**src/radio_seq_map.svh**
```systemverilog
/*
 * Constants for the radio mode sequencer: route codes, tick codes and
 * timing counts. Assumes core_clk runs at the rate given below.
 */
`ifndef RADIO_SEQ_MAP_SVH
`define RADIO_SEQ_MAP_SVH

// ===
// Timing
`define SEQ_CLK_MHZ 20
`define SEQ_STEP_US 64
`define SEQ_STEP_CYC (`SEQ_STEP_US * `SEQ_CLK_MHZ)
// Each coarser step is 64 of the finer one: 4.1 ms and 262 ms
`define SEQ_STEP_RATIO 64

// ===
// Timer tick field codes
`define TICK_OFF 2'h0
`define TICK_FINE 2'h1
`define TICK_MID 2'h2
`define TICK_COARSE 2'h3

// ===
// Start routes
`define START_LPSEL 2'h0
`define START_RX 2'h1
`define START_TX 2'h2
`define START_TX_LEVEL 2'h3

// ===
// Receive exit routes
`define RXR_PKT_PAYLOAD 3'h1
`define RXR_LP_PAYLOAD 3'h2
`define RXR_PKT_CHECK 3'h3
`define RXR_OFF_LEVEL 3'h4
`define RXR_OFF_SYNC 3'h5
`define RXR_OFF_PREAMBLE 3'h6

// ===
// Timeout routes
`define TOR_RELAUNCH 2'h0
`define TOR_TX 2'h1
`define TOR_LPSEL 2'h2
`define TOR_OFF 2'h3

// ===
// Packet-done routes
`define PDR_OFF 3'h0
`define PDR_TX_EMPTY 3'h1
`define PDR_LPSEL 3'h2
`define PDR_RX_SYNTH 3'h3
`define PDR_RX 3'h4

`endif

```
**src/radio_seq_pkg.sv**
```systemverilog
/*
 * Types for the radio mode sequencer.
 * Assumes the constants header is included by the design files.
 */
package radio_seq_pkg;
	// Sequencer states, transitory ones included
	typedef enum logic [3:0] {
		ST_OFF, ST_IDLE, ST_TX, ST_RX, ST_PKT, ST_LPSEL, ST_RXTO, ST_WAITQ, ST_SYNTH
	} seq_state_t;
	// Chip mode requested of the transceiver mode controller
	typedef enum logic [2:0] {
		MODE_SLEEP, MODE_STANDBY, MODE_SYNTH, MODE_TX, MODE_RX
	} chip_mode_t;
endpackage

```
**src/tick_bus_if.sv**
```systemverilog
/*
 * Carries the three step strobes from the prescaler to the timers.
 * Assumes both ends share core_clk.
 */
`timescale 1ns/1ps
`default_nettype none
interface tick_bus_if;
	logic [2:0] strobe; // One-cycle strobes: 64 us, 4.1 ms, 262 ms
	modport src (output strobe);
	modport dst (input strobe);
endinterface
`default_nettype wire

```
**src/seq_tick_prescaler.sv**
```systemverilog
/*
 * Divides core_clk into the three timer step strobes.
 * Assumes restart is a one-cycle pulse on core_clk.
 */
`timescale 1ns/1ps
`default_nettype none
`include "radio_seq_map.svh"
module seq_tick_prescaler (
	input wire logic core_clk, // System clock
	input wire logic srst, // Synchronous reset, active high
	input wire logic restart, // Realign all steps
	tick_bus_if.src ticks // Step strobes out
);
	localparam int STEP_CYC = `SEQ_STEP_CYC;
	localparam int RATIO = `SEQ_STEP_RATIO;
	logic [10:0] baseCnt_q;
	logic [5:0] midCnt_q;
	logic [5:0] coarseCnt_q;
	logic [2:0] strobe_q;
	logic baseWrap;
	logic midWrap;
	logic coarseWrap;

	if (STEP_CYC > 2048 || RATIO != 64) begin
		$error("prescaler widths cannot serve the step");
	end

	// ===
	// Cascade: one source so all steps are exact multiples
	assign baseWrap = (baseCnt_q == 11'(STEP_CYC - 1));
	assign midWrap = baseWrap && (midCnt_q == 6'(RATIO - 1));
	assign coarseWrap = midWrap && (coarseCnt_q == 6'(RATIO - 1));

	// Base counter
	always_ff @(posedge core_clk) begin
		if (srst || restart || baseWrap) begin
			baseCnt_q <= 11'h000;
		end else begin
			baseCnt_q <= baseCnt_q + 11'h001;
		end
	end

	// Middle and coarse counters
	always_ff @(posedge core_clk) begin
		if (srst || restart) begin
			midCnt_q <= 6'h00;
			coarseCnt_q <= 6'h00;
		end else begin
			if (baseWrap) midCnt_q <= midCnt_q + 6'h01;
			if (midWrap) coarseCnt_q <= coarseCnt_q + 6'h01;
		end
	end

	// Registered strobes
	always_ff @(posedge core_clk) begin
		if (srst || restart) begin
			strobe_q <= 3'h0;
		end else begin
			strobe_q <= {coarseWrap, midWrap, baseWrap};
		end
	end
	assign ticks.strobe = strobe_q;
endmodule
`default_nettype wire

```
**src/seq_step_timer.sv**
```systemverilog
/*
 * One sequencer timer: counts a number of selected steps after arm.
 * Assumes arm and cancel are one-cycle pulses on core_clk.
 */
`timescale 1ns/1ps
`default_nettype none
`include "radio_seq_map.svh"
module seq_step_timer #(
	parameter int MULT_W = 8 // Multiplier width
) (
	input wire logic core_clk, // System clock
	input wire logic srst, // Synchronous reset, active high
	tick_bus_if.dst ticks, // Step strobes in
	input wire logic [1:0] tickSel, // Step length code
	input wire logic [MULT_W-1:0] multiplier, // Steps to count
	input wire logic arm, // Start counting
	input wire logic cancel, // Abandon counting
	output logic fire // One-cycle expiry pulse
);
	logic [MULT_W-1:0] left_q;
	logic running_q;
	logic fire_q;
	logic step;

	if (MULT_W < 1 || MULT_W > 16) begin
		$error("multiplier width out of range");
	end

	// ===
	// Step selection; code zero never steps
	always_comb begin
		case (tickSel)
			`TICK_FINE: step = ticks.strobe[0];
			`TICK_MID: step = ticks.strobe[1];
			`TICK_COARSE: step = ticks.strobe[2];
			default: step = 1'b0;
		endcase
	end

	// Countdown; multiplier zero expires on the first step like one
	always_ff @(posedge core_clk) begin
		if (srst || cancel) begin
			running_q <= 1'b0;
			left_q <= '0;
		end else if (arm) begin
			running_q <= (tickSel != `TICK_OFF);
			left_q <= multiplier;
		end else if (running_q && step) begin
			left_q <= left_q - MULT_W'(1);
			if (left_q <= MULT_W'(1)) running_q <= 1'b0;
		end
	end

	// Expiry pulse
	always_ff @(posedge core_clk) begin
		if (srst || cancel) begin
			fire_q <= 1'b0;
		end else begin
			fire_q <= running_q && step && !arm && (left_q <= MULT_W'(1));
		end
	end
	assign fire = fire_q;
endmodule
`default_nettype wire

```
**src/radio_mode_sequencer.sv**
```systemverilog
/*
 * Radio mode sequencer: steps the transceiver among its modes from
 * chip events and two chained periodic timers, with no register traffic.
 * Assumes all event inputs are one-cycle pulses synchronous to core_clk,
 * and that the mode controller follows modeReq while seqActive is high.
 */
// Summary of operation
// Idle holds standby/sleep; timer A exits.
// Launch from low power picks first step.
// Low-power selection: off or idle.
// Transmit done goes low-power or receive.
// Receive routes on payload or check pass.
// Failed check payload goes to timeout handling.
// Receive routes off on level/sync/preamble.
// Timer B in receive forces low-power selection.
// Timeout route picks relaunch/tx/low-power/off.
// Any of three waits counts as timeout.
// Packet-received routes per packet-done code.
// Timer A fires after B or launch.
// Timer B fires after timer A.
// Tick codes: off, 64us, 4.1ms, 262ms.
// Timers alternate independent of sequencer state.
// Stop forces off immediately, any state.
// Software never sets launch and stop together.
// Idle reacts only to timer A.
// Steps from one prescaler; multiplier width parameter.
`timescale 1ns/1ps
`default_nettype none
`include "radio_seq_map.svh"
module radio_mode_sequencer #(
	parameter int MULT_W = 8 // Timer multiplier width
) (
	input wire logic core_clk, // System clock, 20 MHz
	input wire logic srst, // Synchronous reset, active high
	input wire logic launchBit, // Launch pulse
	input wire logic stopBit, // Stop pulse
	input wire logic chipInSleep, // Chip low-power mode now: 1 sleep
	input wire logic idlePowerChoice, // Idle: 0 standby, 1 sleep
	input wire logic [1:0] startRoute, // First step after launch
	input wire logic lowPowerChoice, // 0 off, 1 idle
	input wire logic idleExitRoute, // 0 transmit, 1 receive
	input wire logic txExitRoute, // 0 low-power, 1 receive
	input wire logic [2:0] rxExitRoute, // Receive exit code
	input wire logic [1:0] timeoutRoute, // Timeout exit code
	input wire logic [2:0] pktDoneRoute, // Packet-done exit code
	input wire logic checkEnable, // Packet check on
	input wire logic autoDiscardBad, // Bad packets dropped silently
	input wire logic [1:0] timerATick, // Timer A step code
	input wire logic [1:0] timerBTick, // Timer B step code
	input wire logic [MULT_W-1:0] timerAMultiplier, // Timer A steps
	input wire logic [MULT_W-1:0] timerBMultiplier, // Timer B steps
	input wire logic txDoneEvent, // Packet sent
	input wire logic rxPayloadEvent, // Payload ready
	input wire logic checkPassEvent, // Check passed
	input wire logic signalLevelEvent, // Signal level seen
	input wire logic syncMatchEvent, // Sync word matched
	input wire logic preambleSeenEvent, // Preamble seen
	input wire logic levelWaitExpiry, // Level wait timed out
	input wire logic preambleWaitExpiry, // Preamble wait timed out
	input wire logic syncWaitExpiry, // Sync wait timed out
	input wire logic queueEmptyEvent, // Queue empty
	input wire logic queueLevelEvent, // Queue over threshold
	input wire logic synthLockEvent, // Synthesizer locked
	output radio_seq_pkg::chip_mode_t modeReq, // Requested chip mode
	output logic seqActive, // Sequencer holds the chip
	output radio_seq_pkg::seq_state_t seqState, // Current state
	output logic rxRelaunch, // Restart receiver pulse
	output logic timerAEvent, // Timer A pulse
	output logic timerBEvent // Timer B pulse
);
	radio_seq_pkg::seq_state_t state_q;
	radio_seq_pkg::seq_state_t state_d;
	radio_seq_pkg::chip_mode_t mode_q;
	radio_seq_pkg::chip_mode_t mode_d;
	logic initSleep_q;
	logic active_q;
	logic relaunch_q;
	logic relaunch_d;
	logic launchTaken;
	logic rxExpiry;
	logic badPacket;
	logic timerAFire;
	logic timerBFire;

	tick_bus_if ticks ();

	if (MULT_W < 1 || MULT_W > 16) begin
		$error("MULT_W out of range");
	end

	// ===
	// Timers
	// Prescaler realigns on launch so the first delay is whole steps
	assign launchTaken = launchBit && !stopBit && (state_q == radio_seq_pkg::ST_OFF);

	seq_tick_prescaler u_prescaler (
		.core_clk(core_clk),
		.srst(srst),
		.restart(launchTaken),
		.ticks(ticks)
	);

	// Timer A runs after launch or after timer B fires
	seq_step_timer #(.MULT_W(MULT_W)) u_timer_a (
		.core_clk(core_clk),
		.srst(srst),
		.ticks(ticks),
		.tickSel(timerATick),
		.multiplier(timerAMultiplier),
		.arm(launchTaken || timerBFire),
		.cancel(stopBit),
		.fire(timerAFire)
	);

	// Timer B follows timer A whatever the state; one off ends the cycling
	seq_step_timer #(.MULT_W(MULT_W)) u_timer_b (
		.core_clk(core_clk),
		.srst(srst),
		.ticks(ticks),
		.tickSel(timerBTick),
		.multiplier(timerBMultiplier),
		.arm(timerAFire),
		.cancel(stopBit),
		.fire(timerBFire)
	);

	// ===
	// Event conditioning
	assign rxExpiry = levelWaitExpiry || preambleWaitExpiry || syncWaitExpiry;
	// A payload with a failed check only matters when it is not dropped
	assign badPacket = rxPayloadEvent && checkEnable && !autoDiscardBad && !checkPassEvent;

	// ===
	// Next state
	// Transitory states last exactly one cycle
	always_comb begin
		state_d = state_q;
		relaunch_d = 1'b0;
		if (stopBit) begin
			state_d = radio_seq_pkg::ST_OFF;
		end else begin
			case (state_q)
				radio_seq_pkg::ST_OFF: begin
					if (launchTaken) begin
						case (startRoute)
							`START_LPSEL: state_d = radio_seq_pkg::ST_LPSEL;
							`START_RX: state_d = radio_seq_pkg::ST_RX;
							`START_TX: state_d = radio_seq_pkg::ST_TX;
							default: state_d = radio_seq_pkg::ST_WAITQ;
						endcase
					end
				end

				radio_seq_pkg::ST_WAITQ: begin
					// Low power until the queue fills
					if (queueLevelEvent) state_d = radio_seq_pkg::ST_TX;
				end

				radio_seq_pkg::ST_LPSEL: begin
					// Decided in one cycle, never stalls
					if (lowPowerChoice) begin
						state_d = radio_seq_pkg::ST_IDLE;
					end else begin
						state_d = radio_seq_pkg::ST_OFF;
					end
				end

				radio_seq_pkg::ST_IDLE: begin
					// Everything but timer A is ignored here
					if (timerAFire) begin
						state_d = idleExitRoute ? radio_seq_pkg::ST_RX : radio_seq_pkg::ST_TX;
					end
				end

				radio_seq_pkg::ST_TX: begin
					// Timers cannot cut a packet short
					if (txDoneEvent) begin
						state_d = txExitRoute ? radio_seq_pkg::ST_RX : radio_seq_pkg::ST_LPSEL;
					end
				end

				radio_seq_pkg::ST_RX: begin
					// Timer B outranks every route, then timeouts, then route events
					if (timerBFire) begin
						state_d = radio_seq_pkg::ST_LPSEL;
					end else if (rxExpiry) begin
						state_d = radio_seq_pkg::ST_RXTO;
					end else begin
						case (rxExitRoute)
							`RXR_PKT_PAYLOAD: begin
								if (rxPayloadEvent) state_d = radio_seq_pkg::ST_PKT;
							end
							`RXR_LP_PAYLOAD: begin
								if (rxPayloadEvent) state_d = radio_seq_pkg::ST_LPSEL;
							end
							`RXR_PKT_CHECK: begin
								if (checkPassEvent) begin
									state_d = radio_seq_pkg::ST_PKT;
								end else if (badPacket) begin
									state_d = radio_seq_pkg::ST_RXTO;
								end
							end
							`RXR_OFF_LEVEL: begin
								if (signalLevelEvent) state_d = radio_seq_pkg::ST_OFF;
							end
							`RXR_OFF_SYNC: begin
								if (syncMatchEvent) state_d = radio_seq_pkg::ST_OFF;
							end
							`RXR_OFF_PREAMBLE: begin
								if (preambleSeenEvent) state_d = radio_seq_pkg::ST_OFF;
							end
							default: state_d = state_q;
						endcase
					end
				end

				radio_seq_pkg::ST_RXTO: begin
					// Serves expiries and failed packets alike
					case (timeoutRoute)
						`TOR_RELAUNCH: begin
							state_d = radio_seq_pkg::ST_RX;
							relaunch_d = 1'b1;
						end
						`TOR_TX: state_d = radio_seq_pkg::ST_TX;
						`TOR_LPSEL: state_d = radio_seq_pkg::ST_LPSEL;
						default: state_d = radio_seq_pkg::ST_OFF;
					endcase
				end

				radio_seq_pkg::ST_PKT: begin
					// Codes 5 to 7 wait for a stop
					case (pktDoneRoute)
						`PDR_OFF: state_d = radio_seq_pkg::ST_OFF;
						`PDR_TX_EMPTY: begin
							if (queueEmptyEvent) state_d = radio_seq_pkg::ST_TX;
						end
						`PDR_LPSEL: state_d = radio_seq_pkg::ST_LPSEL;
						`PDR_RX_SYNTH: state_d = radio_seq_pkg::ST_SYNTH;
						`PDR_RX: state_d = radio_seq_pkg::ST_RX;
						default: state_d = state_q;
					endcase
				end

				radio_seq_pkg::ST_SYNTH: begin
					// Receive only once the new frequency has locked
					if (synthLockEvent) state_d = radio_seq_pkg::ST_RX;
				end

				default: state_d = radio_seq_pkg::ST_OFF;
			endcase
		end
	end

	// ===
	// Requested chip mode
	// Decoded from state_d so the mode moves with the state
	always_comb begin
		case (state_d)
			radio_seq_pkg::ST_IDLE: begin
				mode_d = idlePowerChoice ? radio_seq_pkg::MODE_SLEEP
					: radio_seq_pkg::MODE_STANDBY;
			end

			radio_seq_pkg::ST_TX: mode_d = radio_seq_pkg::MODE_TX;
			radio_seq_pkg::ST_RX: mode_d = radio_seq_pkg::MODE_RX;
			radio_seq_pkg::ST_PKT: mode_d = radio_seq_pkg::MODE_RX;
			radio_seq_pkg::ST_SYNTH: mode_d = radio_seq_pkg::MODE_SYNTH;

			radio_seq_pkg::ST_OFF: begin
				// Leaving through low-power selection hands back the launch mode
				if (state_q == radio_seq_pkg::ST_LPSEL && !stopBit) begin
					mode_d = initSleep_q ? radio_seq_pkg::MODE_SLEEP
						: radio_seq_pkg::MODE_STANDBY;
				end else begin
					mode_d = mode_q;
				end
			end

			radio_seq_pkg::ST_WAITQ: begin
				// Chip stays in its launch mode while waiting
				mode_d = chipInSleep ? radio_seq_pkg::MODE_SLEEP : radio_seq_pkg::MODE_STANDBY;
			end
			default: mode_d = mode_q;
		endcase
	end

	// ===
	// State register
	always_ff @(posedge core_clk) begin
		if (srst) begin
			state_q <= radio_seq_pkg::ST_OFF;
		end else begin
			state_q <= state_d;
		end
	end

	// Mode register
	always_ff @(posedge core_clk) begin
		if (srst) begin
			mode_q <= radio_seq_pkg::MODE_STANDBY;
		end else begin
			mode_q <= mode_d;
		end
	end

	// Launch mode capture: only a launch from off is honoured
	always_ff @(posedge core_clk) begin
		if (srst) begin
			initSleep_q <= 1'b0;
		end else if (launchTaken) begin
			initSleep_q <= chipInSleep;
		end
	end

	// Ownership flag
	// Taken from state_d so it tracks state_q exactly
	always_ff @(posedge core_clk) begin
		if (srst) begin
			active_q <= 1'b0;
		end else begin
			active_q <= (state_d != radio_seq_pkg::ST_OFF);
		end
	end

	// Receiver relaunch pulse
	always_ff @(posedge core_clk) begin
		if (srst) begin
			relaunch_q <= 1'b0;
		end else begin
			relaunch_q <= relaunch_d;
		end
	end

	// ===
	// Outputs, all from flip-flops
	assign modeReq = mode_q;
	assign seqActive = active_q;
	assign seqState = state_q;
	assign rxRelaunch = relaunch_q;
	assign timerAEvent = timerAFire;
	assign timerBEvent = timerBFire;
endmodule
`default_nettype wire

```
**config.mk**
```make
export PLATFORM = sky130hd
export DESIGN_NAME = radio_mode_sequencer
export DESIGN_NICKNAME = d
export VERILOG_FILES = /design/src/radio_seq_pkg.sv /design/src/tick_bus_if.sv /design/src/seq_tick_prescaler.sv /design/src/seq_step_timer.sv /design/src/radio_mode_sequencer.sv
export VERILOG_INCLUDE_DIRS = /design/src /design/src/src
export SDC_FILE = /design/constraint.sdc
export NUM_CORES = 1
export LEC_CHECK = 0
export BUFFER_PORTS_ARGS = -buffer_cell sky130_fd_sc_hd__buf_4
export CORE_MARGIN = 3
export CORE_UTILIZATION = 45
export DETAILED_ROUTE_END_ITERATION = 8
export GPL_TIMING_DRIVEN = 1
export PLACE_DENSITY = 0.79
export SLEW_MARGIN = 30
export SYNTH_ARGS = -nofsm -noshare
export SYNTH_HDL_FRONTEND = slang
export SYNTH_HIERARCHICAL = 1
export SYNTH_SLANG_ARGS = --single-unit
```
**constraint.sdc**
```tcl
create_clock -name core_clk -period 2.7 [get_ports core_clk]
set_clock_uncertainty 0.2 [all_clocks]
set_input_delay 0.54 -clock core_clk [delete_from_list [all_inputs] [get_ports core_clk]]
set_output_delay 0.54 -clock core_clk [all_outputs]
set_load 0.01 [all_outputs]
```
* Word level (Yosys, flattened, before mapping)
Index checks and enable logic that the tools add are counted.
** Word-level totals
- Flip-flop bits (word level) :: 56
- Input bits :: 53
- Output and inout port bits :: 11
- Logic and storage cells :: 146
** Operators by class
- Add/sub/neg operators :: 5
- $lt $le $gt $ge :: 2
- Equality and inequality tests :: 38
- Muxes and demuxes :: 42
- Bitwise operators :: 1
- Reductions and logical operators :: 43
** Operators with widths (count)
- 4-bit 2-to-1 mux :: 16
- 4-bit one-hot mux with 9 select lines :: 1
- 8-bit 2-to-1 mux :: 4
- 4-bit by 3-bit == test with 1-bit output (second input constant) :: 6
- 4-bit one-hot mux with 6 select lines :: 1
- 4-bit one-hot mux with 5 select lines :: 1
- 3-bit one-hot mux with 3 select lines :: 2
- 3-bit one-hot mux with 6 select lines :: 1
- 4-bit by 2-bit == test with 1-bit output (second input constant) :: 4
- 8-bit by 1-bit less-or-equal comparator with 1-bit output (second input constant) :: 2
- 8-bit by 1-bit subtractor with 8-bit output (second input constant) :: 2
- 1-bit logical AND :: 14
- 6-bit by 1-bit adder with 6-bit output (second input constant) :: 2
- 2-bit == test (second input constant) :: 6
- 3-bit by 2-bit == test with 1-bit output (second input constant) :: 4
- 3-bit == test (second input constant) :: 4
- 6-bit == test (second input constant) :: 2
- 1-bit 2-to-1 mux :: 12
- 2-bit nonzero test :: 6
- 11-bit by 1-bit adder with 11-bit output (second input constant) :: 1
- 11-bit == test (second input constant) :: 1
- 2-bit by 1-bit == test with 1-bit output (second input constant) :: 4
- 4-bit by 1-bit == test with 1-bit output (second input constant) :: 2
- 4-bit == test (second input constant) :: 2
- other kinds (15) :: 31

* Longest topological paths before layout
Gate-level depths: netlist (run 1).
- Depth after elaboration :: 14
- Gate-level depth with buffers :: 9
- Depth with buffers taken out :: 7

* Cells and area by module
The synthesis (run 1) kept the hierarchy.
** Modules (own cells, without submodules)
- seq_step_timer :: times used 2, cells an instance 65, area each 571.8 sq um
- seq_tick_prescaler :: times used 1, cells an instance 126, area each 1124.8 sq um
- radio_mode_sequencer :: times used 1, cells an instance 141, area each 1092.3 sq um

* Worst setup path after synthesis (run 1)
OpenSTA, ideal clock, no wires.
- Path type :: input port to flip-flop
- Start point :: input port pktDoneRoute[2]
- End point :: register mode_q[0] (netlist: modeReq[0])
- Arrival :: 2385 ps
- Required time :: 2370 ps
- Slack :: -16 ps
- Cell stages on the path :: 8
- Path buffers :: 1
- Cells stage by stage :: nor2b_1 > o311a_1 > or3_4 > or4_1 > buf_2 > o41ai_4 > a21o_1 > o31ai_1
** On the way
- Word-level cells in the longest chain between the ends :: 8
** Ends and longest elaborated chain
- start, declared :: line radio_mode_sequencer.sv:45 : input wire logic [2:0] pktDoneRoute,
- 3-bit == test, or another cell as far along :: line radio_mode_sequencer.sv:232 : case (pktDoneRoute)
- 4-bit one-hot mux with 5 select lines (*) :: line radio_mode_sequencer.sv:232
- 4-bit one-hot mux with 9 select lines (*) :: line radio_mode_sequencer.sv:142 : case (state_q)
- 4-bit 2-to-1 mux (*) :: line radio_mode_sequencer.sv:139 : if (stopBit) begin
- 4-bit by 3-bit == test with 1-bit output / 4-bit by 2-bit == test with 1-bit output (equally long branches) :: line radio_mode_sequencer.sv:258 : case (state_d)
- 2-bit OR reduction (no line)
- 6-bit nonzero test (no line)
- 2-bit AND reduction (no line)
- end signal, assigned :: line radio_mode_sequencer.sv:300 : mode_q <= radio_seq_pkg::MODE_STANDBY;
- end signal, assigned :: line radio_mode_sequencer.sv:302 : mode_q <= mode_d;
- end, declared :: line radio_mode_sequencer.sv:73 : radio_seq_pkg::chip_mode_t mode_q;
Mark *: on every way between the ends. The rest lies on a longest branch, timed or not.
A chain may end at the register's enable or synchronous reset.

* Final worst setup path (run 1)
- Start point :: register state_q[0] (netlist: seqState[0])
- End point :: register mode_q[0] (netlist: modeReq[0])
** On the way
- Word-level cells in the longest chain between the ends :: 11
** Ends and longest elaborated chain
- start, declared :: line radio_mode_sequencer.sv:71 : radio_seq_pkg::seq_state_t state_q;
- start signal, assigned :: line radio_mode_sequencer.sv:291 : state_q <= radio_seq_pkg::ST_OFF;
- start signal, assigned :: line radio_mode_sequencer.sv:293 : state_q <= state_d;
- 4-bit 2-to-1 mux :: line radio_mode_sequencer.sv:199 : end else if (badPacket) begin
- 4-bit 2-to-1 mux :: line radio_mode_sequencer.sv:197 : if (checkPassEvent) begin
- 4-bit one-hot mux with 6 select lines :: line radio_mode_sequencer.sv:189 : case (rxExitRoute)
- 4-bit 2-to-1 mux :: line radio_mode_sequencer.sv:186 : end else if (rxExpiry) begin
- 4-bit 2-to-1 mux :: line radio_mode_sequencer.sv:184 : if (timerBFire) begin
- 4-bit one-hot mux with 9 select lines :: line radio_mode_sequencer.sv:142
- 4-bit 2-to-1 mux :: line radio_mode_sequencer.sv:139
- 4-bit by 3-bit == test with 1-bit output / 4-bit by 2-bit == test with 1-bit output (equally long branches) :: line radio_mode_sequencer.sv:258
- 2-bit OR reduction (no line)
- 6-bit nonzero test (no line)
- 2-bit AND reduction (no line)
Parallel ways exist; a longest one is shown, timed or not.

==> out/qor.txt, run 1 <==
status: finished, final reports clean
CTS Sinks: 56
WS Path Type: flop to flop
hold path startpoint: timeoutRoute[1]
R2R depth: 7
Die Area: 0.00854 mm2
CTS tree: yes
Post-synth top cells: 56 x dfxtp_1, 34 x nor2_1, 24 x o21ai_0
Max VDD drop: 0.000291 V
asr flop ratio synth: 0
vias in the first global route: 3165
fin nets: 530
Avg Inst Size Synth: 8.47 um2
Post-Place Cells: 557
Initial DRT Pass Iterations: 4
final-report setup violation count: 0
share of Yosys cell area claimed by the top area cell type: 0.334
Layout area overhead: 23.3%
CTS Buf Count: 5
WL final: 8260 um
IO Port Bufs: 63
initial antenna violation count: 0
Unique masters post-synth: 70
Yosys top cell by area: dfxtp_1
clock slew at reported path FFs: 0.10 ns
Hold Crit Class: primary input to flop
power per cell area: 410 mW/mm2
fin cells: 565
Hold WS: 0.201 ns
fin util: 0.590
startpoint types: flop
largest cells by area after synthesis: dfxtp_1 33%, nor2_1 3.8%, o21ai_0 3.6%, nand3_1 3.4%, ha_1 3.4%
Residual DRC: 0
antenna diode count: 0
R2R Path End: modeReq[0]
Seq cells post-synth: 56
Die Width: 92.4 um
Syn Inst Count: 397
Row Count: 30
Cells on Worst Hold Path: 2
1st-iter DRT viols: 170
clock latency on the worst-skew pair: 0.31 ns
max-slew violations: 0
vias per cell: 5.87
Hold Violations, Final: 0
register area share after synthesis: 0.334
setup TNS: 0 ns
Critical Path End Type: flop
HPWL Detailed: 6130 um
Starting Density: 0.479
leakage: 0.00158 uW
core footprint: 0.00702 mm2
GPL Wtd Cong: 0.902
post-synthesis cell area: 0.00336 mm2
Achievable Freq: 385 MHz
R2R Setup Slk: 0.10 ns
worst slew pin tran: 0.683 ns
Max-slew headroom: 0.543
CP required: 2.69 ns
total gr overflow: 0
most common cell in the netlist: dfxtp_1
wire per inst: 14.6 um
hold_buf cts: 0
Max-Cap Viols: 0
Post-synth EDFFs: 0
GRT Util Overall: 0.191
number of placed I/O pins: 64
WHS Endpoint: rxRelaunch
RSZ-0062 raised after global routing: false
clk buf depth: 2
antenna-violating nets left: 0
R2R Path Start: seqState[0]
share of cells above drive strength 1: 0.254
CTS H-tree lvls: 2
Synth warnings: 6
Clock Tree Root: clkbuf_8
peak fanout along the critical path: 6
min Tclk post-route: 2.60 ns
WP data arrival: 2.58 ns
DR vias: 3315
Post-Syn Nets: 459
largest net degree at the start of global routing: 19
period utilization: 0.962
Die Y: 92.4 um
first-pass GRT wire length: 13900 um
Synth Flop Type: dfxtp_1
per-layer routing:
layer / vias up / GRT usage / share of wire
met1: 1567 / 0.250 / 0.47
li1: 1651 / - / -
met2: 87 / 0.313 / 0.46
met4: 0 / 0.0668 / 0.016
met3: 10 / 0.0382 / 0.055
met5: - / 0 / 0
power by group:
part           internal (uW)  leakage [uW]  switching (uW)
logic                    138       0.00107             140
clock network            282     0.0000600             281
registers                842      0.000453            15.5
total                   1260       0.00158             436
cell families (layout without fill, tap and decap cells):
group	count (synthesis)	after routing	share of synthesized area
compound gates	100	100	0.214
xor+xnor	15	15	0.0391
fa+ha+maj	9	9	0.0335
buf+inv	35	107	0.0447
flops	56	56	0.334
mux	6	6	0.0186
simple gates	176	176	0.316
registers in the layout, indices dropped and copies added (netlist names):
register                  cells
u_prescaler/baseCnt_q        11
u_timer_a/left_q              8
u_timer_b/left_q              8
u_prescaler/coarseCnt_q       6
u_prescaler/midCnt_q          6
seqState                      4
modeReq                       3
u_prescaler/ticks.strobe      3
initSleep_q                   1
rxRelaunch                    1
seqActive                     1
u_timer_a/fire                1
u_timer_a/running_q           1
u_timer_b/fire                1
u_timer_b/running_q           1
area by class of cell:
cell class	count	area, um2
well taps	96	120
multi-input cells	306	2110
clock buffers	5	68.8
flip-flops and latches	56	1120
repair buffers	82	616
fillers	624	2880
clock inverters	3	46.3
inverters	17	63.8
worst max-delay path: stages, from the launching register on:
cell	delay, ns
dfxtp_1	0.38
nor4bb_1	0.17
o311a_1	0.29
or3_4	0.39
or4_4	0.55
o41ai_4	0.30
a21o_1	0.14
o31ai_1	0.07
worst max path at each step:
stage | from | end | slack (ns) | cells after the start
2_1_floorplan | pktDoneRoute[2] | modeReq[0] | -0.006 | 8
3_3_place_gp | pktDoneRoute[2] | modeReq[0] | -0.12 | 8
3_5_place_dp | pktDoneRoute[2] | modeReq[0] | -0.18 | 8
4_1_cts | seqState[0] | modeReq[0] | 0.12 | 7
5_1_grt | seqState[0] | modeReq[0] | 0.01 | 7
6_report | seqState[0] | modeReq[0] | 0.10 | 7
metrics by stage:
step	power, uW	cell area (um2)	setup slack (ns)
5_1_grt	1770	4140	0.0132
4_1_cts	1710	4140	0.123
3_5_place_dp	1150	4020	-0.184
2_1_floorplan	1030	3380	-0.00605
3_3_place_gp	1140	4020	-0.123
6_report	1700	4140	0.102
placed cells by master, fill, tap and decap left out, types with 4 or more instances in the layout:
cell,count
clkbuf_8,5
nor4_1,4
nand4_1,4
nand2b_1,7
xnor2_1,9
or3_1,8
xor2_1,6
o21ai_0,24
o2111a_1,4
o31ai_1,10
mux2i_1,4
dfxtp_1,55
nand2_1,15
o41ai_1,5
nor3_1,17
a31oi_1,12
nand3_1,23
nor2b_1,5
nor3b_1,6
a21oi_1,12
buf_4,82
ha_1,9
and3_1,4
inv_1,17
a211oi_1,9
or4_1,5
nand3b_1,4
nor2_1,34
what timing repair did:
action,in CTS,in global routing
resized for setup,0,2
setup endpoints to repair,0,1
buffers inserted,0,0
Note: power is estimated with default switching activity, not from simulation.
==> run 2: changes to the inputs <==
REMOVE_ABC_BUFFERS = 1   (was not set)
==> out/qor.txt, run 2 (synthesis gave the netlist of run 1 again) <==
max-slew violations: 0
initial antenna violation count: 0
largest net degree at the start of global routing: 18
Layout area overhead: 24.0%
hold_buf cts: 0
R2R Path End: modeReq[1]
Achievable Freq: 387 MHz
first-pass GRT wire length: 13600 um
RSZ-0062 raised after global routing: false
Largest Register: u_prescaler/baseCnt_q
R2R Setup Slk: 0.12 ns
power per cell area: 386 mW/mm2
most frequent cells in the layout: 89 x buf_4, 56 x dfxtp_1, 34 x nor2_1
switching power: 412 uW
clock slew at reported path FFs: 0.09 ns
R2R Path Start: seqState[0]
Max-slew headroom: 0.540
Comb power frac: 0.176
WS Path Type: flop to flop
P_int: 1200 uW
DR vias: 3294
startpoint types: flop
Initial DRT Pass Iterations: 4
1st-iter DRT viols: 164
peak fanout along the critical path: 6
CTS Sinks: 56
Row Count: 30
Starting Density: 0.479
Hold Violations, Final: 0
antenna diode count: 0
vias in the first global route: 3031
final instance area: 0.00417 mm2
Hold WS: 0.199 ns
vias per cell: 5.76
R2R depth: 7
Critical Path End: modeReq[1]
period utilization: 0.956
GPL Wtd Cong: 0.880
final-report setup violation count: 0
CP required: 2.75 ns
GRT Util Overall: 0.191
Largest regs: u_prescaler/baseCnt_q (11), u_timer_a/left_q (8), u_timer_b/left_q (8)
Sw Share: 0.257
max reg flops: 11
Post-Place Cells: 564
Clk pwr share: 0.292
Critical Path End Type: flop
Hold Crit Class: primary input to flop
most common cell after layout, fill and taps aside: buf_4
core footprint: 0.00702 mm2
setup TNS: 0 ns
total gr overflow: 0
postcts setup bufs: 0
clock latency on the worst-skew pair: 0.31 ns
Seq pwr share: 0.532
IO Port Bufs: 63
number of placed I/O pins: 64
CTS tree: yes
fill cell count: 641
Die Y: 92.4 um
wire per inst: 14.2 um
Reg area: 0.00112 mm2
Placed Instance Area: 0.00406 mm2
min Tclk post-route: 2.58 ns
Clock Tree Root: clkbuf_8
Max VDD drop: 0.000235 V
CP Launch Point: seqState[0]
clk buf depth: 2
worst slew pin tran: 0.687 ns
Die Area: 0.00854 mm2
HPWL Detailed: 6220 um
antenna-violating nets left: 0
WL final: 8110 um
CTS Buf Count: 5
WP data arrival: 2.64 ns
Die Width: 92.4 um
Residual DRC: 0
share of cells above drive strength 1: 0.258
multi-input combinational cell area: 0.00210 mm2
Design Power: 1610 uW
Post-CTS Resized: 0
CTS H-tree lvls: 2
leakage: 0.00159 uW
fin nets: 537
Max-Cap Viols: 0
fin cells: 572
hold path startpoint: timeoutRoute[1]
status: finished, final reports clean
==> run 2: power by group through the flow <==
stage | clock (uW) | combinational, uW | sequential, uW
finish | 470 | 283 | 856
floorplan | 0 | 129 | 877
detailed placement | 0 | 279 | 875
CTS | 489 | 280 | 856
global placement | 0 | 272 | 874
global route | 519 | 314 | 859
==> run 2: layer usage <==
metal,vias to the layer above,track usage,part of all wire
met3,11,0.0374,0.049
li1,1664,-,-
met5,-,0,0
met2,65,0.314,0.49
met4,0,0.0545,0.014
met1,1554,0.254,0.45
==> run 2: cell type report <==
cell class                 instances  share of cell area
multi-input combinational        306               0.504
sequential                        56               0.269
timing repair buffer              89               0.160
tap                               96              0.0288
clock buffer                       7              0.0207
inverter                          17              0.0153
clock inverter                     1             0.00180
==> run 2: worst min path at each step <==
stage | endpoint | slack (ns) | depth (start not counted)
final | rxRelaunch | 0.20 | 2
after global routing | rxRelaunch | 0.19 | 2
after CTS | rxRelaunch | 0.19 | 2
after detailed placement | u_prescaler/ticks.strobe[2] | 0.25 | 2
after global placement | u_prescaler/ticks.strobe[2] | 0.25 | 2
after floorplan | u_prescaler/baseCnt_q[0] | 0.23 | 1
==> run 2: critical path: stages, from the launching register on <==
cell      delay, ns
dfxtp_1        0.37
nor4bb_1       0.16
o311a_1        0.28
or3_4          0.39
or4_4          0.55
o41ai_4        0.28
a21o_1         0.15
a31o_1         0.14
==> run 2: per-stage QoR <==
| step | setup WS, ns | util |
|---|---|---|
| after floorplan | -0.0229 | - |
| after global placement | -0.239 | 0.579 |
| after detailed placement | -0.282 | 0.579 |
| after CTS | 0.0271 | 0.592 |
| after global routing | 0.0111 | 0.594 |
| final | 0.118 | 0.594 |
==> run 3: changes to the inputs <==
SYNTH_HIERARCHICAL = not set   (was 1)
==> out/qor.txt, run 3 <==
R2R depth: 9
IO Port Bufs: 63
P_int: 1240 uW
DP Worst Slack: 0.103 ns
Hold WS: 0.225 ns
crit-path most repeated cell: nor2_1
antenna diode count: 0
slowest CP cell: dfxtp_1
power per cell area: 419 mW/mm2
WHS Endpoint: rxRelaunch
Layout area overhead: 22.1%
clock latency on the worst-skew pair: 0.30 ns
final worst slack: 0.245 ns
post-synthesis cell area: 0.00319 mm2
largest family of logic cells by synthesized area: simple AND/OR/NAND/NOR gates
period utilization: 0.909
Largest Register: u_prescaler.baseCnt_q
1st-iter DRT viols: 170
startpoint types: flop
initial antenna violation count: 0
max reg flops: 11
GPL Wtd Cong: 0.958
worst slew pin tran: 0.450 ns
CTS Sinks: 56
Avg Inst Size Synth: 8.41 um2
simple-gate area share of the yosys netlist: 0.296
final-report setup violation count: 0
wire per inst: 12.9 um
peak fanout along the critical path: 9
register area share after synthesis: 0.352
Design Power: 1630 uW
clk buf depth: 2
first-pass GRT wire length: 12100 um
max-slew violations: 0
Cells on Worst Hold Path: 2
CP required: 2.74 ns
CTS tree: yes
clock slew at reported path FFs: 0.10 ns
leakage: 0.00156 uW
Critical Path End Type: flop
total gr overflow: 0
Seq pwr share: 0.524
status: finished, final reports clean
WL final: 6950 um
Max VDD drop: 0.000289 V
WP data arrival: 2.50 ns
Synth warnings: 0
Row Count: 30
number of placed I/O pins: 64
largest cells by area after synthesis: dfxtp_1 35%, nor2_1 7.4%, xnor2_1 5.5%, ha_1 3.5%, mux2i_1 3.5%
CP Cell Sequence: buf_4 -> nor2_1 -> nand4b_1 -> o22ai_1 -> a311o_1 -> and2_1 -> nor2_1 -> a22oi_2 -> mux2i_1
Seq cells post-synth: 56
R2R Path Start: seqState[0]
Achievable Freq: 407 MHz
hold path startpoint: timeoutRoute[1]
Initial DRT Pass Iterations: 4
Die Y: 90.1 um
core footprint: 0.00683 mm2
CTS Buf Count: 5
GRT Util Overall: 0.174
Largest regs: u_prescaler.baseCnt_q (11), u_timer_a.left_q (8), u_timer_b.left_q (8)
CTS H-tree lvls: 2
Syn Inst Count: 379
worst path bufs/invs: 1
most common cell after layout, fill and taps aside: buf_4
adder-cell share of the synthesized area: 0.0353
RSZ-0062 raised after global routing: false
Clk pwr share: 0.336
Synth Flop Type: dfxtp_1
share of Yosys cell area claimed by the top area cell type: 0.352
Yosys top cell by area: dfxtp_1
Post-synth top cells: 63 x nor2_1, 56 x dfxtp_1, 25 x nand2_1
Starting Density: 0.466
Clock Tree Root: clkbuf_8
share of cells above drive strength 1: 0.217
asr flop ratio synth: 0
Comb power frac: 0.140
Max-slew headroom: 0.697
Sw Share: 0.240
switching power: 391 uW
setup TNS: 0 ns
antenna-violating nets left: 0
fin nets: 504
min Tclk post-route: 2.45 ns
Synth Area in XOR/XNOR: 0.0880
most frequent cells in the layout: 72 x buf_4, 63 x nor2_1, 55 x dfxtp_1
HPWL Detailed: 5360 um
Post-synth EDFFs: 0
DR vias: 2819
Die Width: 90.1 um
Hold Crit Class: primary input to flop
cell family contributing the most delay on the critical path: compound AO/OA/AOI/OAI gates
vias per cell: 5.23
R2R Path End: modeReq[0]
Die Area: 0.00812 mm2
largest net degree at the start of global routing: 21
Max-Cap Viols: 0
Hold Violations, Final: 0
Synth Area in Compound Gates: 0.152
most common cell in the netlist: nor2_1
Unique masters post-synth: 67
mux share of post-synthesis cell area: 0.0381
R2R Setup Slk: 0.25 ns
vias in the first global route: 2803
Residual DRC: 0
WS Path Type: flop to flop
max incr delay on CP: 0.41 ns
fill cell count: 634
[run 3: changes by cell type in the layout (fill, tap and decap cells not counted), moves of 11 or more]
cell,delta
nand3_1,-11
xnor2_1,+11
buf_4,-17
nor2_1,+29
o21ai_0,-12
[run 3: worst max-delay path by stage]
| stage | start | end | slack (ns) | cells after the start |
|---|---|---|---|---|
| 2_1_floorplan | seqState[0] | modeReq[0] | 0.32 | 8 |
| 3_3_place_gp | rxExitRoute[1] | modeReq[0] | 0.14 | 9 |
| 3_5_place_dp | rxExitRoute[1] | modeReq[0] | 0.10 | 9 |
| 4_1_cts | seqState[2] | modeReq[0] | 0.19 | 8 |
| 5_1_grt | seqState[0] | modeReq[2] | 0.01 | 7 |
| 6_report | seqState[0] | modeReq[0] | 0.25 | 9 |
[run 3: worst reg2reg max path, delay by kind of cell, from the launching register on]
kind	cells	cell delay (ns)
mux	1	0.19
simple gates	4	0.65
flops	1	0.41
compound gates	3	0.75
buf+inv	1	0.21
[run 3: cell type report]
type | count | area [um2] | area share
Inverter | 12 | 45.0 | 0.0116
Clock inverter | 2 | 38.8 | 0.00997
Timing Repair Buffer | 72 | 541 | 0.139
Clock buffer | 6 | 72.6 | 0.0187
Sequential cell | 56 | 1120 | 0.289
Multi-Input combinational cell | 295 | 1950 | 0.501
Tap cell | 96 | 120 | 0.0309
[run 3: metrics by stage]
step	std cells	util	instance area [um2]
after global placement	531	0.552	3770
after floorplan	363	-	3110
after detailed placement	531	0.552	3770
after global routing	539	0.569	3890
final	539	0.569	3890
after CTS	539	0.568	3880
[run 3: kinds of logic after synthesis]
logic type | after synthesis
flops | 56
simple gates | 174
mux | 12
fa+ha+maj | 9
buf+inv | 28
xor+xnor | 32
compound gates | 68
[run 3: repair_timing]
action	CTS	global route
resized for setup	0	2
endpoints found under the setup margin	0	3
hold buffers	0	0
buffers inserted	0	0
[run 3: routing by layer]
metal | share of wire | track usage | up-vias
met5 | 0 | 0 | -
met4 | 0.014 | 0.0510 | 0
met3 | 0.066 | 0.0527 | 10
met2 | 0.48 | 0.322 | 68
met1 | 0.44 | 0.191 | 1287
li1 | - | - | 1454
[run 3: power groups by stage]
stage	Sequential, uW	Combinational, uW	Clock (uW)
finish	855	228	547
global route	857	253	594
CTS	854	229	563
detailed placement	873	227	0
global placement	873	224	0
floorplan	874	112	0
